--- src/dcp_cfg.svh ---
// offsets, field positions, reset values and order tables of the channel control block
// assumes one 8-bit byte address per register port access, 32-bit words
`ifndef DCP_CFG_SVH
`define DCP_CFG_SVH

`define DCP_NCH          4
`define DCP_ADDR_W       8
`define DCP_CNT_W        24

// address map: four channel words, the operation word, four count words
`define DCP_BLK_CCS      4'h0
`define DCP_BLK_CNT      4'h2
`define DCP_OFF_OP       8'h10

// channel_control_status fields
`define DCP_CCS_CE       0
`define DCP_CCS_TE       1
`define DCP_CCS_IE       2
`define DCP_CCS_RS_LO    8
`define DCP_CCS_RS_HI    11

// controller_operation fields
`define DCP_OP_ME        0
`define DCP_OP_NONMASKABLE_EVENT_FLAG      1
`define DCP_OP_AE        2
`define DCP_OP_PR_LO     8
`define DCP_OP_PR_HI     9

// request_source_select codes
`define DCP_RS_EXT       4'h0
`define DCP_RS_AUTO      4'h4
`define DCP_RS_PERIPH    4'h8

// external request pins exist on channels 0 and 1 only
`define DCP_EXT_CH_MASK  4'h3

// reset values
`define DCP_RDATA_RST    32'h0000_0000
`define DCP_CNT_RST      24'h00_0000
`define DCP_RS_RST       4'h0
`define DCP_RR_LAST_RST  2'h3

// fixed orders, two bits per slot, slot 0 in the low bits
`define DCP_ORD_LIN      8'hE4
`define DCP_ORD_02       8'h78
`define DCP_ORD_20       8'hD2

`endif

--- src/dcp_pkg.sv ---
// types shared by the channel control block and its arbiter
// assumes dcp_cfg.svh for all numeric constants
package dcp_pkg;

    typedef enum logic [1:0] {
        PRIO_LINEAR,
        PRIO_CH0_CH2,
        PRIO_CH2_FIRST,
        PRIO_ROUND
    } dcp_prio_t;

    typedef logic [3:0] dcp_chmask_t;

endpackage

--- src/dcp_channel_ctrl.sv ---
// channel enable, end flag, operation register and transfer strobe for four channels
// assumes a register master on core_clk and a bus-cycle unit that performs one unit per strobe
//
// The address map and strobed register access were chosen for this implementation.
`include "dcp_cfg.svh"

module dcp_channel_ctrl import dcp_pkg::*; (
    // clock and reset
    input  wire logic        core_clk,
    input  wire logic        sys_rst,
    // register port
    input  wire logic [7:0]  regAddr,
    input  wire logic [31:0] regWdata,
    input  wire logic        regWr,
    input  wire logic        regRd,
    output logic [31:0]      regRdata,
    // request sources and events
    input  wire logic [3:0]  extReqN,
    input  wire logic [3:0]  periphReq,
    input  wire logic        nmiPin,
    input  wire logic        addrErr,
    input  wire logic        standbyEnter,
    // transfer and status outputs
    output logic             xferStrobe,
    output logic [1:0]       xferCh,
    output logic [3:0]       chanEnabled,
    output logic [3:0]       irqReq
);

    dcp_chmask_t chanEn_r, chanEn_nxt;
    dcp_chmask_t endFlag_r, endFlag_nxt;
    dcp_chmask_t irqEn_r, irqEn_nxt;
    dcp_chmask_t endArm_r, endArm_nxt;
    dcp_chmask_t pend_r, pend_nxt;
    logic [3:0]  reqSrc_r [4];
    logic [3:0]  reqSrc_nxt [4];
    logic [23:0] xferCnt_r [4];
    logic [23:0] xferCnt_nxt [4];
    dcp_prio_t   prio_r, prio_nxt;
    logic        masterEn_r, masterEn_nxt;
    logic        nmiFlag_r, nmiFlag_nxt;
    logic        aeFlag_r, aeFlag_nxt;
    logic        nmiArm_r, nmiArm_nxt;
    logic        aeArm_r, aeArm_nxt;
    logic [31:0] rdata_r, rdata_nxt;
    logic        strobe_r;
    logic [1:0]  strobeCh_r;
    dcp_chmask_t chanOk_r, irq_r;
    // synchronisers for pins
    logic [3:0]  extS1_r, extS2_r, extS3_r;
    logic        nmiS1_r, nmiS2_r, nmiS3_r;

    dcp_chmask_t chanOk, live, lastHit, extFall;
    logic        nmiRise;
    logic        ccsSel, cntSel, opSel;
    logic        gntValid;
    logic [1:0]  gntCh;

    ////////////////////////////////////////////////////////////////////////////////
    function automatic logic [1:0] chOf(input logic [7:0] a);
        chOf = a[3:2];
    endfunction

    assign ccsSel  = regAddr[7:4] == `DCP_BLK_CCS && regAddr[1:0] == 2'h0;
    assign cntSel  = regAddr[7:4] == `DCP_BLK_CNT && regAddr[1:0] == 2'h0;
    assign opSel   = regAddr == `DCP_OFF_OP;
    assign extFall = extS3_r & ~extS2_r & `DCP_EXT_CH_MASK;
    assign nmiRise = nmiS2_r & ~nmiS3_r;

    // halt terms are shared by all channels
    assign chanOk = chanEn_r & ~endFlag_r & {4{masterEn_r & ~nmiFlag_r & ~aeFlag_r}};

    always_comb begin
        for (int i = 0; i < `DCP_NCH; i++) begin
            live[i]    = chanOk[i] && (reqSrc_r[i] == `DCP_RS_AUTO || pend_r[i]);
            lastHit[i] = gntValid && gntCh == i[1:0] && xferCnt_r[i] <= 24'h00_0001;
        end
    end

    dcp_arbiter u_arb (
        .core_clk (core_clk),
        .sys_rst  (sys_rst),
        .reqVec   (live),
        .prioMode (prio_r),
        .gntValid (gntValid),
        .gntCh    (gntCh)
    );

    ////////////////////////////////////////////////////////////////////////////////
    // channel state
    always_comb begin
        logic wrCh;
        logic rdCh;
        wrCh = 1'b0;
        rdCh = 1'b0;
        for (int i = 0; i < `DCP_NCH; i++) begin
            wrCh = regWr && ccsSel && chOf(regAddr) == i[1:0];
            rdCh = regRd && ccsSel && chOf(regAddr) == i[1:0];
            chanEn_nxt[i] = wrCh ? regWdata[`DCP_CCS_CE] : chanEn_r[i];
            irqEn_nxt[i]  = wrCh ? regWdata[`DCP_CCS_IE] : irqEn_r[i];
            reqSrc_nxt[i] = wrCh ? regWdata[`DCP_CCS_RS_HI:`DCP_CCS_RS_LO] : reqSrc_r[i];
            // a write of one leaves the flag alone; set wins over clear
            endFlag_nxt[i] = lastHit[i] || (endFlag_r[i] && !standbyEnter
                             && !(wrCh && endArm_r[i] && !regWdata[`DCP_CCS_TE]));
            endArm_nxt[i]  = wrCh ? 1'b0 : (endArm_r[i] || (rdCh && endFlag_r[i])) && endFlag_r[i];
            // requests count only while the channel may run
            pend_nxt[i] = chanOk[i] && !(gntValid && gntCh == i[1:0])
                          && (pend_r[i] || (reqSrc_r[i] == `DCP_RS_EXT && extFall[i])
                          || (reqSrc_r[i] == `DCP_RS_PERIPH && periphReq[i]));
            if (regWr && cntSel && chOf(regAddr) == i[1:0]) begin
                xferCnt_nxt[i] = regWdata[`DCP_CNT_W-1:0];
            end else if (gntValid && gntCh == i[1:0] && xferCnt_r[i] != `DCP_CNT_RST) begin
                xferCnt_nxt[i] = xferCnt_r[i] - 24'h00_0001;
            end else begin
                xferCnt_nxt[i] = xferCnt_r[i];
            end
        end
    end

    always_ff @(posedge core_clk or posedge sys_rst) begin
        if (sys_rst) begin
            chanEn_r  <= 4'h0;
            endFlag_r <= 4'h0;
            irqEn_r   <= 4'h0;
            endArm_r  <= 4'h0;
            pend_r    <= 4'h0;
            for (int i = 0; i < `DCP_NCH; i++) begin
                reqSrc_r[i]  <= `DCP_RS_RST;
                xferCnt_r[i] <= `DCP_CNT_RST;
            end
        end else begin
            chanEn_r  <= chanEn_nxt;
            endFlag_r <= endFlag_nxt;
            irqEn_r   <= irqEn_nxt;
            endArm_r  <= endArm_nxt;
            pend_r    <= pend_nxt;
            for (int i = 0; i < `DCP_NCH; i++) begin
                reqSrc_r[i]  <= reqSrc_nxt[i];
                xferCnt_r[i] <= xferCnt_nxt[i];
            end
        end
    end

    ////////////////////////////////////////////////////////////////////////////////
    // operation register
    always_comb begin
        logic wrOp;
        logic rdOp;
        wrOp         = regWr && opSel;
        rdOp         = regRd && opSel;
        masterEn_nxt = wrOp ? regWdata[`DCP_OP_ME] : masterEn_r;
        prio_nxt     = wrOp ? dcp_prio_t'(regWdata[`DCP_OP_PR_HI:`DCP_OP_PR_LO]) : prio_r;
        // flags clear only on zero written after a one was read
        aeFlag_nxt  = addrErr || (aeFlag_r && !(wrOp && aeArm_r && !regWdata[`DCP_OP_AE]));
        nmiFlag_nxt = nmiRise || (nmiFlag_r && !(wrOp && nmiArm_r && !regWdata[`DCP_OP_NONMASKABLE_EVENT_FLAG]));
        aeArm_nxt   = wrOp ? 1'b0 : (aeArm_r || rdOp) && aeFlag_r;
        nmiArm_nxt  = wrOp ? 1'b0 : (nmiArm_r || rdOp) && nmiFlag_r;
    end

    always_ff @(posedge core_clk or posedge sys_rst) begin
        if (sys_rst) begin
            masterEn_r <= 1'b0;
            prio_r     <= PRIO_LINEAR;
            aeFlag_r   <= 1'b0;
            nmiFlag_r  <= 1'b0;
            aeArm_r    <= 1'b0;
            nmiArm_r   <= 1'b0;
        end else begin
            masterEn_r <= masterEn_nxt;
            prio_r     <= prio_nxt;
            aeFlag_r   <= aeFlag_nxt;
            nmiFlag_r  <= nmiFlag_nxt;
            aeArm_r    <= aeArm_nxt;
            nmiArm_r   <= nmiArm_nxt;
        end
    end

    ////////////////////////////////////////////////////////////////////////////////
    // read data, valid only in the cycle after the strobe
    always_comb begin
        rdata_nxt = `DCP_RDATA_RST;
        if (regRd && ccsSel) begin
            rdata_nxt[`DCP_CCS_CE] = chanEn_r[chOf(regAddr)];
            rdata_nxt[`DCP_CCS_TE] = endFlag_r[chOf(regAddr)];
            rdata_nxt[`DCP_CCS_IE] = irqEn_r[chOf(regAddr)];
            rdata_nxt[`DCP_CCS_RS_HI:`DCP_CCS_RS_LO] = reqSrc_r[chOf(regAddr)];
        end else if (regRd && cntSel) begin
            rdata_nxt[`DCP_CNT_W-1:0] = xferCnt_r[chOf(regAddr)];
        end else if (regRd && opSel) begin
            // reserved bits stay at their zero default
            rdata_nxt[`DCP_OP_ME]   = masterEn_r;
            rdata_nxt[`DCP_OP_NONMASKABLE_EVENT_FLAG] = nmiFlag_r;
            rdata_nxt[`DCP_OP_AE]   = aeFlag_r;
            rdata_nxt[`DCP_OP_PR_HI:`DCP_OP_PR_LO] = prio_r;
        end
    end

    always_ff @(posedge core_clk or posedge sys_rst) begin
        if (sys_rst) begin
            rdata_r    <= `DCP_RDATA_RST;
            strobe_r   <= 1'b0;
            strobeCh_r <= 2'h0;
            chanOk_r   <= 4'h0;
            irq_r      <= 4'h0;
        end else begin
            rdata_r    <= rdata_nxt;
            strobe_r   <= gntValid;
            strobeCh_r <= gntCh;
            chanOk_r   <= chanOk;
            irq_r      <= endFlag_nxt & irqEn_nxt;
        end
    end

    // pins cross into core_clk before any edge detect looks at them
    always_ff @(posedge core_clk or posedge sys_rst) begin
        if (sys_rst) begin
            extS1_r <= 4'hF;
            extS2_r <= 4'hF;
            extS3_r <= 4'hF;
            nmiS1_r <= 1'b0;
            nmiS2_r <= 1'b0;
            nmiS3_r <= 1'b0;
        end else begin
            extS1_r <= extReqN;
            extS2_r <= extS1_r;
            extS3_r <= extS2_r;
            nmiS1_r <= nmiPin;
            nmiS2_r <= nmiS1_r;
            nmiS3_r <= nmiS2_r;
        end
    end

    assign regRdata    = rdata_r;
    assign xferStrobe  = strobe_r;
    assign xferCh      = strobeCh_r;
    assign chanEnabled = chanOk_r;
    assign irqReq      = irq_r;

    for (genvar g = 0; g < `DCP_NCH; g++) begin : g_chk

    end
endmodule

--- src/dcp_arbiter.sv ---
// channel arbiter: fixed orders and round robin
// assumes the caller accepts every grant in the cycle it is offered
`include "dcp_cfg.svh"

module dcp_arbiter import dcp_pkg::*; (
    // clock and reset
    input  wire logic        core_clk,
    input  wire logic        sys_rst,
    // requests and mode
    input  wire dcp_chmask_t reqVec,
    input  wire dcp_prio_t   prioMode,
    // grant
    output logic             gntValid,
    output logic [1:0]       gntCh
);

    logic [1:0] rrLast_r;
    logic [1:0] rrLast_nxt;

    ////////////////////////////////////////////////////////////////////////////////
    function automatic logic [1:0] slotCh(input dcp_prio_t m, input logic [1:0] base, input logic [1:0] k);
        logic [7:0] ord;
        ord = `DCP_ORD_LIN;
        unique case (m)
            PRIO_LINEAR:    ord = `DCP_ORD_LIN;
            PRIO_CH0_CH2:   ord = `DCP_ORD_02;
            PRIO_CH2_FIRST: ord = `DCP_ORD_20;
            PRIO_ROUND:     ord = `DCP_ORD_LIN;
        endcase
        if (m == PRIO_ROUND) begin
            slotCh = base + k;
        end else begin
            slotCh = ord[2 * k +: 2];
        end
    endfunction

    ////////////////////////////////////////////////////////////////////////////////
    always_comb begin
        logic [1:0] c;
        c          = 2'h0;
        gntValid   = 1'b0;
        gntCh      = 2'h0;
        for (int k = 0; k < `DCP_NCH; k++) begin
            c = slotCh(prioMode, rrLast_r + 2'h1, k[1:0]);
            if (!gntValid && reqVec[c]) begin
                gntValid = 1'b1;
                gntCh    = c;
            end
        end
        // served channel drops to the last slot
        rrLast_nxt = gntValid ? gntCh : rrLast_r;
    end

    always_ff @(posedge core_clk or posedge sys_rst) begin
        if (sys_rst) begin
            rrLast_r <= `DCP_RR_LAST_RST;
        end else begin
            rrLast_r <= rrLast_nxt;
        end
    end
endmodule

--- config.mk ---
export PLATFORM = sky130hd
export DESIGN_NAME = dcp_channel_ctrl
export DESIGN_NICKNAME = d
export VERILOG_FILES = /design/src/dcp_pkg.sv /design/src/dcp_channel_ctrl.sv /design/src/dcp_arbiter.sv
export VERILOG_INCLUDE_DIRS = /design/src
export SDC_FILE = /design/constraint.sdc
export NUM_CORES = 1
export LEC_CHECK = 0
export BUFFER_PORTS_ARGS = -buffer_cell sky130_fd_sc_hd__buf_2
export CAP_MARGIN = 20
export CORE_UTILIZATION = 35
export DETAILED_ROUTE_END_ITERATION = 8
export SYNTH_ARGS = -nofsm -noshare
export SYNTH_HDL_FRONTEND = slang
export SYNTH_SLANG_ARGS = --single-unit
--- constraint.sdc ---
create_clock -name core_clk -period 5.9 [get_ports core_clk]
set_input_delay 0.59 -clock core_clk [delete_from_list [all_inputs] [get_ports core_clk]]
set_output_delay 0.59 -clock core_clk [all_outputs]
set_load 0.05 [all_outputs]
; ---- Word level (Yosys, flattened, before mapping)
; Cells that the tools add are included.
[op_classes]
reduce_logical = 138
n_addsub = 8
muxes = 61
n_lt_le_gt_ge = 10
eq_ne = 19
bitwise = 13
[op_table]
columns = operator, count
row1 = 24-bit 2-to-1 mux, 10
row2 = 24-bit by 1-bit less-or-equal comparator with 1-bit output (second input constant), 4
row3 = 24-bit nonzero test, 4
row4 = 24-bit by 1-bit subtractor with 24-bit output (second input constant), 4
row5 = 1-bit logical AND, 85
row6 = 24-bit binary-select mux with 2-bit select, 1
row7 = 8-bit case mux with 3 select lines, 1
row8 = 1-bit logical OR, 22
row9 = 1-bit 2-to-1 mux, 21
row10 = 2-bit 2-to-1 mux, 10
row11 = 4-bit by 3-bit == test with 1-bit output (second input constant), 4
row12 = 4-bit == test (second input constant), 4
row13 = 1-bit zero test, 16
row14 = 2-bit by 3-bit less-than comparator with 1-bit output (second input constant), 5
row15 = 1-bit binary-select mux with 2-bit select, 7
row16 = 14-bit 2-to-1 mux, 1
row17 = 4-bit bitwise AND, 3
row18 = 2-bit == test (second input constant), 6
row19 = 4-bit zero test, 3
row20 = 12-bit 2-to-1 mux, 1
row21 = 4-bit 2-to-1 mux, 3
row22 = 5-bit 2-to-1 mux, 2
row23 = 3-bit 2-to-1 mux, 3
row24 = 4-bit binary-select mux with 2-bit select, 1
row25 = 14 further kinds, 28
[totals]
reg_bits = 185
word_cells = 283
output_inout_bits = 43
inputBits = 55

; ---- Longest topological paths before layout
[depth]
depth_word = 22
ltp_mapped = 14
mapped_depth_nobuf = 11

; ---- Hierarchy
; From an unflattened synthesis, not the netlist that was laid out.
[hier_totals]
hier_cells = 1099
hier_area_um2 = 10991.8
[by_module_without_submodules]
columns = mod, seq_area_each_um2, area_each_um2, cells_each, n_inst
row1 = dcp_channel_ctrl, 4586.9, 10363.7, 1018, 1
row2 = dcp_arbiter, 52.6, 628.1, 81, 1

; ---- Worst setup path after synthesis
; Ideal clock, no wire load.
[synth_path]
path_kind = register to register
from = register prio_r[0]
to = register xferCnt_r[60] (netlist bit)
slack_ns = 2.126
required_time_ns = 5.818
setup_ns = 0.082
path_stages_with_launch = 14
period_less_slack_ns = 3.774
n_path_buf = 3
arrival_time_ns = 3.693
path_cell_list = dfrtp_1 ha_1 buf_6 and2b_1 a21oi_2 mux2_1 or4_1 o221a_4 or3_1 buf_2 or4_1 buf_2 or4_1 a31oi_1
[synth_between]
elab_chain_len = 19
word_cells_on_any_way = 35
classes_between = 4 x eq/ne / 21 x mux / 10 x reduce/logical
[synth_lines]
columns = item, line
row1 = "start, declared", dcp_channel_ctrl.sv:39  ; dcp_prio_t prio_r, prio_nxt;
row2 = "start signal, assigned", dcp_channel_ctrl.sv:170  ; prio_r <= prio_nxt;
row3 = 2-bit == test (tied with other cells), dcp_arbiter.sv:24  ; unique case (m)
row4 = 8-bit case mux with 3 select lines, dcp_arbiter.sv:24
row5 = 2-bit 2-to-1 mux, dcp_arbiter.sv:30  ; if (m == PRIO_ROUND) begin
row6 = 1-bit binary-select mux with 2-bit select, dcp_arbiter.sv:45  ; if (!gntValid && reqVec[c]) begin
row7 = 1-bit 2-to-1 mux (implied by the code), dcp_arbiter.sv:45
row8 = 1-bit 2-to-1 mux, dcp_arbiter.sv:45
row9 = 1-bit zero test, dcp_arbiter.sv:45
row10 = 1-bit logical AND, dcp_arbiter.sv:45
row11 = (+3 left out), -
row12 = 1-bit 2-to-1 mux, dcp_arbiter.sv:45
row13 = 1-bit zero test, dcp_arbiter.sv:45
row14 = 1-bit logical AND, dcp_arbiter.sv:45
row15 = 2-bit 2-to-1 mux, dcp_arbiter.sv:45
row16 = 2-bit by 1-bit == test with 1-bit output, dcp_channel_ctrl.sv:112  ; end else if (gntValid && gntCh == i[1:0] && xferCnt_r[i] != `DCP_CNT_RST) begin
row17 = 1-bit logical AND *, dcp_channel_ctrl.sv:112
row18 = 1-bit logical AND (no source line) *, -
row19 = 2-bit nonzero test (no source line) *, -
row20 = "end signal, assigned by index", dcp_channel_ctrl.sv:129  ; xferCnt_r[i] <= `DCP_CNT_RST;
row21 = "end signal, assigned by index", dcp_channel_ctrl.sv:139  ; xferCnt_r[i] <= xferCnt_nxt[i];
row22 = "end, declared", dcp_channel_ctrl.sv:37  ; logic [23:0] xferCnt_r [4];
; Every way passes the cells marked *; elsewhere a longest branch is shown, timed or not. The select of a mux whose other input is x is not followed.
; A chain may end at the register's enable or synchronous reset.

; ---- Final worst setup path
[layout_path]
from = register prio_r[1]
to = register xferCnt_r[60] (netlist bit)
; The elaborated chain is that of the path after synthesis.

==> flow_summary.yaml <==
cts:
  root_buffer: "clkbuf_16"
  cts_tree: "yes"
  htree_levels: 4
  cts_hold_buf: 0
  cts_sinks: 185
  cts-resized-gates: 0
  clkLatencyLatePin_ns: 0.45
  numCtsBuffers: 17
  clk_pin_slew_ns: 0.07
  clockBufferDepth: 2
  postCtsSetupRepairBufs: 0
layout:
  drive_above_1_share: 0.1978
  seq_area_sq_mm: 0.004639
  final_area_sq_mm: 0.01173
  area_delta_synth_final_pct: 13.13
  n_antenna_cell: 0
  multiInputGateArea_sq_mm: 0.005448
  fin_nets: 1157
  n_fill_cell: 2808
  final_cell_mix: "dfrtp_1 (177), nor2_1 (147), a21oi_1 (95), buf_2 (79), nand2_1 (51)"
  final_common_cell: "dfrtp_1"
global_route:
  grt_max_degree: 135
  grt.busiest_layer: "met2"
  grt.total_usage: 0.2118
  grt_pass1_vias: 8130
  antenna_found_initial: 2
  grt_use_met1: 0.3000
  grt_first_pass_wirelength_mm: 48.63
  grt_overflow_total: 0
  met2_usage: 0.3240
  grt.met3_usage: 0.03762
logic_synthesis:
  synth-edff-count: 0
  synthSimpleGateAreaFrac: 0.2055
  syn_area_per_cell_sq_um: 10.03
  synth_compound_area_frac: 0.1222
  synth_top_family_by_area: "simple AND/OR/NAND/NOR gates"
  synthMuxAreaShare: 0.1068
  synthCells: 1034
  synth_warnings: 0
  ys_seq_elements: 185
  synth_fa_ha_area_frac: 0.01569
  ys.flop_type: "dfrtp_1"
  ys_seq_area_frac: 0.4474
  netlist-cell-type-count: 74
  syn-cell-area_sq_mm: 0.01037
  async_flop_share: 1.000
  post_synth_xor_area_fraction: 0.06758
power:
  p_int_uw: 2052
  net-switching-power_uw: 718.3
  clock_power_share: 0.427
  powerDensity_mw_per_mm2: 236.2
  p_leak_uw: 0.004507
  power_frac_seq: 0.495
  ir_worst_vdd_mv: 0.2114
  p_sw_frac: 0.2593
  p_comb_frac: 0.078
timing:
  tightestPinTransition_ns: 1.026
  final_hold_viol_count: 0
  timing.setup.tns_ns: 0
  fin_crit_ns: 4.635
  worst_slack_ns: 1.265
  post-route-period-util: 0.7857
  rsz0062_at_grt: "false"
  skew_ns: 0.01280
  max_slew_margin: 0.3160
  fmax_ghz: 0.2157
  slew_viol_final: 0
  finalSetupViolCount: 0
die:
  start_util: 0.3583
  ios: 98
  fp-row-count: 62
  die_w_microns: 174.1
  die_area_sq_mm: 0.03032
  core_area_sq_mm: 0.02894
  die_y_microns: 174.1
routing:
  drtIter0Drc: 806
  via_count: 8542
  wirelength_mm: 31.26
  drtPass1Iterations: 5
  ant_nets: 0
  wl_per_cell_microns: 21.04
  drc_errors: 0
  vias_per_cell: 5.748
setup_path:
  r2r_start: "prio_r[1]"
  ff2ff_path_depth: 11
  r2r_end: "xferCnt_r[60]"
  r2r_setup_slack_ns: 1.26
  cp.arrival_ns: 5.01
  worstSetupPathType: "reg -> reg"
  crit_start: "prio_r[1]"
  crit_path_end_kind: "flip-flop"
  critPathRequiredTime_ns: 6.27
  cp_max_fo: 14
  start_kind: "flip-flop"
placement:
  dpl_worst_slack_ns: 1.019
  finalWeightedCongestion: 0.8952
  placed_cell_area_sq_mm: 0.01113
  portBuffers: 79
  hpwl_mm: 22.15
worst_hold_path:
  worst_hold_path_type: "in -> reg"
  hold_depth: 1
  hp-start: "extReqN[0]"
  min_to: "extS1_r[0]"
run:
  drv_cap: 0
run_status:
  status: "completed"
-- worst max path at each step --
stage | to | slack (ns)
finish | xferCnt_r[60] | 1.26
global route | xferCnt_r[60] | 1.03
CTS | xferCnt_r[60] | 1.03
detailed placement | xferCnt_r[60] | 1.02
global placement | xferCnt_r[60] | 1.13
floorplan | aeArm_r | 0.29
-- flip-flops by register name, summed over array words and instances (netlist names), 2 cells and up --
name	flops
xferCnt_r	96
regRdata	24
reqSrc_r	16
chanEn_r	4
chanEnabled	4
endArm_r	4
endFlag_r	4
irqEn_r	4
irqReq	4
pend_r	4
extS1_r	2
extS2_r	2
extS3_r	2
prio_r	2
u_arb.rrLast_r	2
xferCh	2
-- through the flow --
step	std cells	total power (uW)	hold slack (ns)	util
6_report	1486	2770	0.2449	0.4054
5_1_grt	1486	2859	0.2257	0.4054
4_1_cts	1485	2791	0.2246	0.4051
3_5_place_dp	1453	1609	0.3373	0.3846
3_3_place_gp	1453	1604	0.3362	0.3846
2_1_floorplan	1041	1524	0.3312	-
-- logic make-up after synthesis --
logic type,Yosys count
flip-flops,185
multiplexers,68
other,1
adder cells (fa/ha/maj),13
AND/OR/NAND/NOR,409
XOR/XNOR,80
buffers and inverters,82
AO/OA/AOI/OAI,196
-- synthesized netlist by cell type (8+ instances only) --
cell type	n	area, sq um
dfrtp_1	177	4429
nor2_1	147	551.8
a21oi_1	95	475.5
nand2_1	51	191.4
xor2_1	41	359.1
clkbuf_1	40	150.1
xnor2_1	39	341.6
mux4_2	31	698.2
nand3_1	30	150.1
mux2_2	29	326.6
nor4_1	28	175.2
nor3_1	27	135.1
and3_1	23	143.9
inv_1	19	71.32
or4_1	18	135.1
a31oi_1	16	100.1
or3_1	15	93.84
ha_1	13	162.7
nand4_1	13	81.33
and2_1	11	68.82
o31ai_1	11	82.58
o21ai_0	10	50.05
buf_1	9	33.78
buf_4	8	60.06
dfstp_2	8	210.2
o211ai_1	8	60.06
-- power by group through the flow --
stage	sequential [uW]	clock (uW)	combinational, uW
after floorplan	1380	0	147
after global placement	1390	0	214
after detailed placement	1390	0	216
after CTS	1370	1210	217
after global routing	1380	1250	236
final	1370	1180	216
-- worst max-delay path, stage by stage (launching register included) --
cell and delay [ns]:
dfrtp_1 0.49, ha_1 0.57, mux2i_1 0.54, o2111ai_1 0.19, a21oi_1 0.39, nor4b_2 0.10
buf_4 0.20, o21a_1 0.16, or3_1 0.60, or4_1 0.72, or4_1 0.45, a31oi_1 0.17
-- layout make-up --
class	instances	area share
Clock buffer	20	0.03893
Clock inverter	12	0.01173
Inverter	20	0.007040
Multi-Input combinational cell	774	0.4644
Sequential cell	185	0.3955
Tap cell	384	0.04096
Timing Repair Buffer	91	0.04139
-- per-layer routing --
metal	vias to the layer above	routed length [microns]
met1	4314	14120
met3	49	2144
met5	-	0
met4	0	787
li1	3862	-
met2	317	14210
Note: power is estimated with default switching activity, not from simulation.
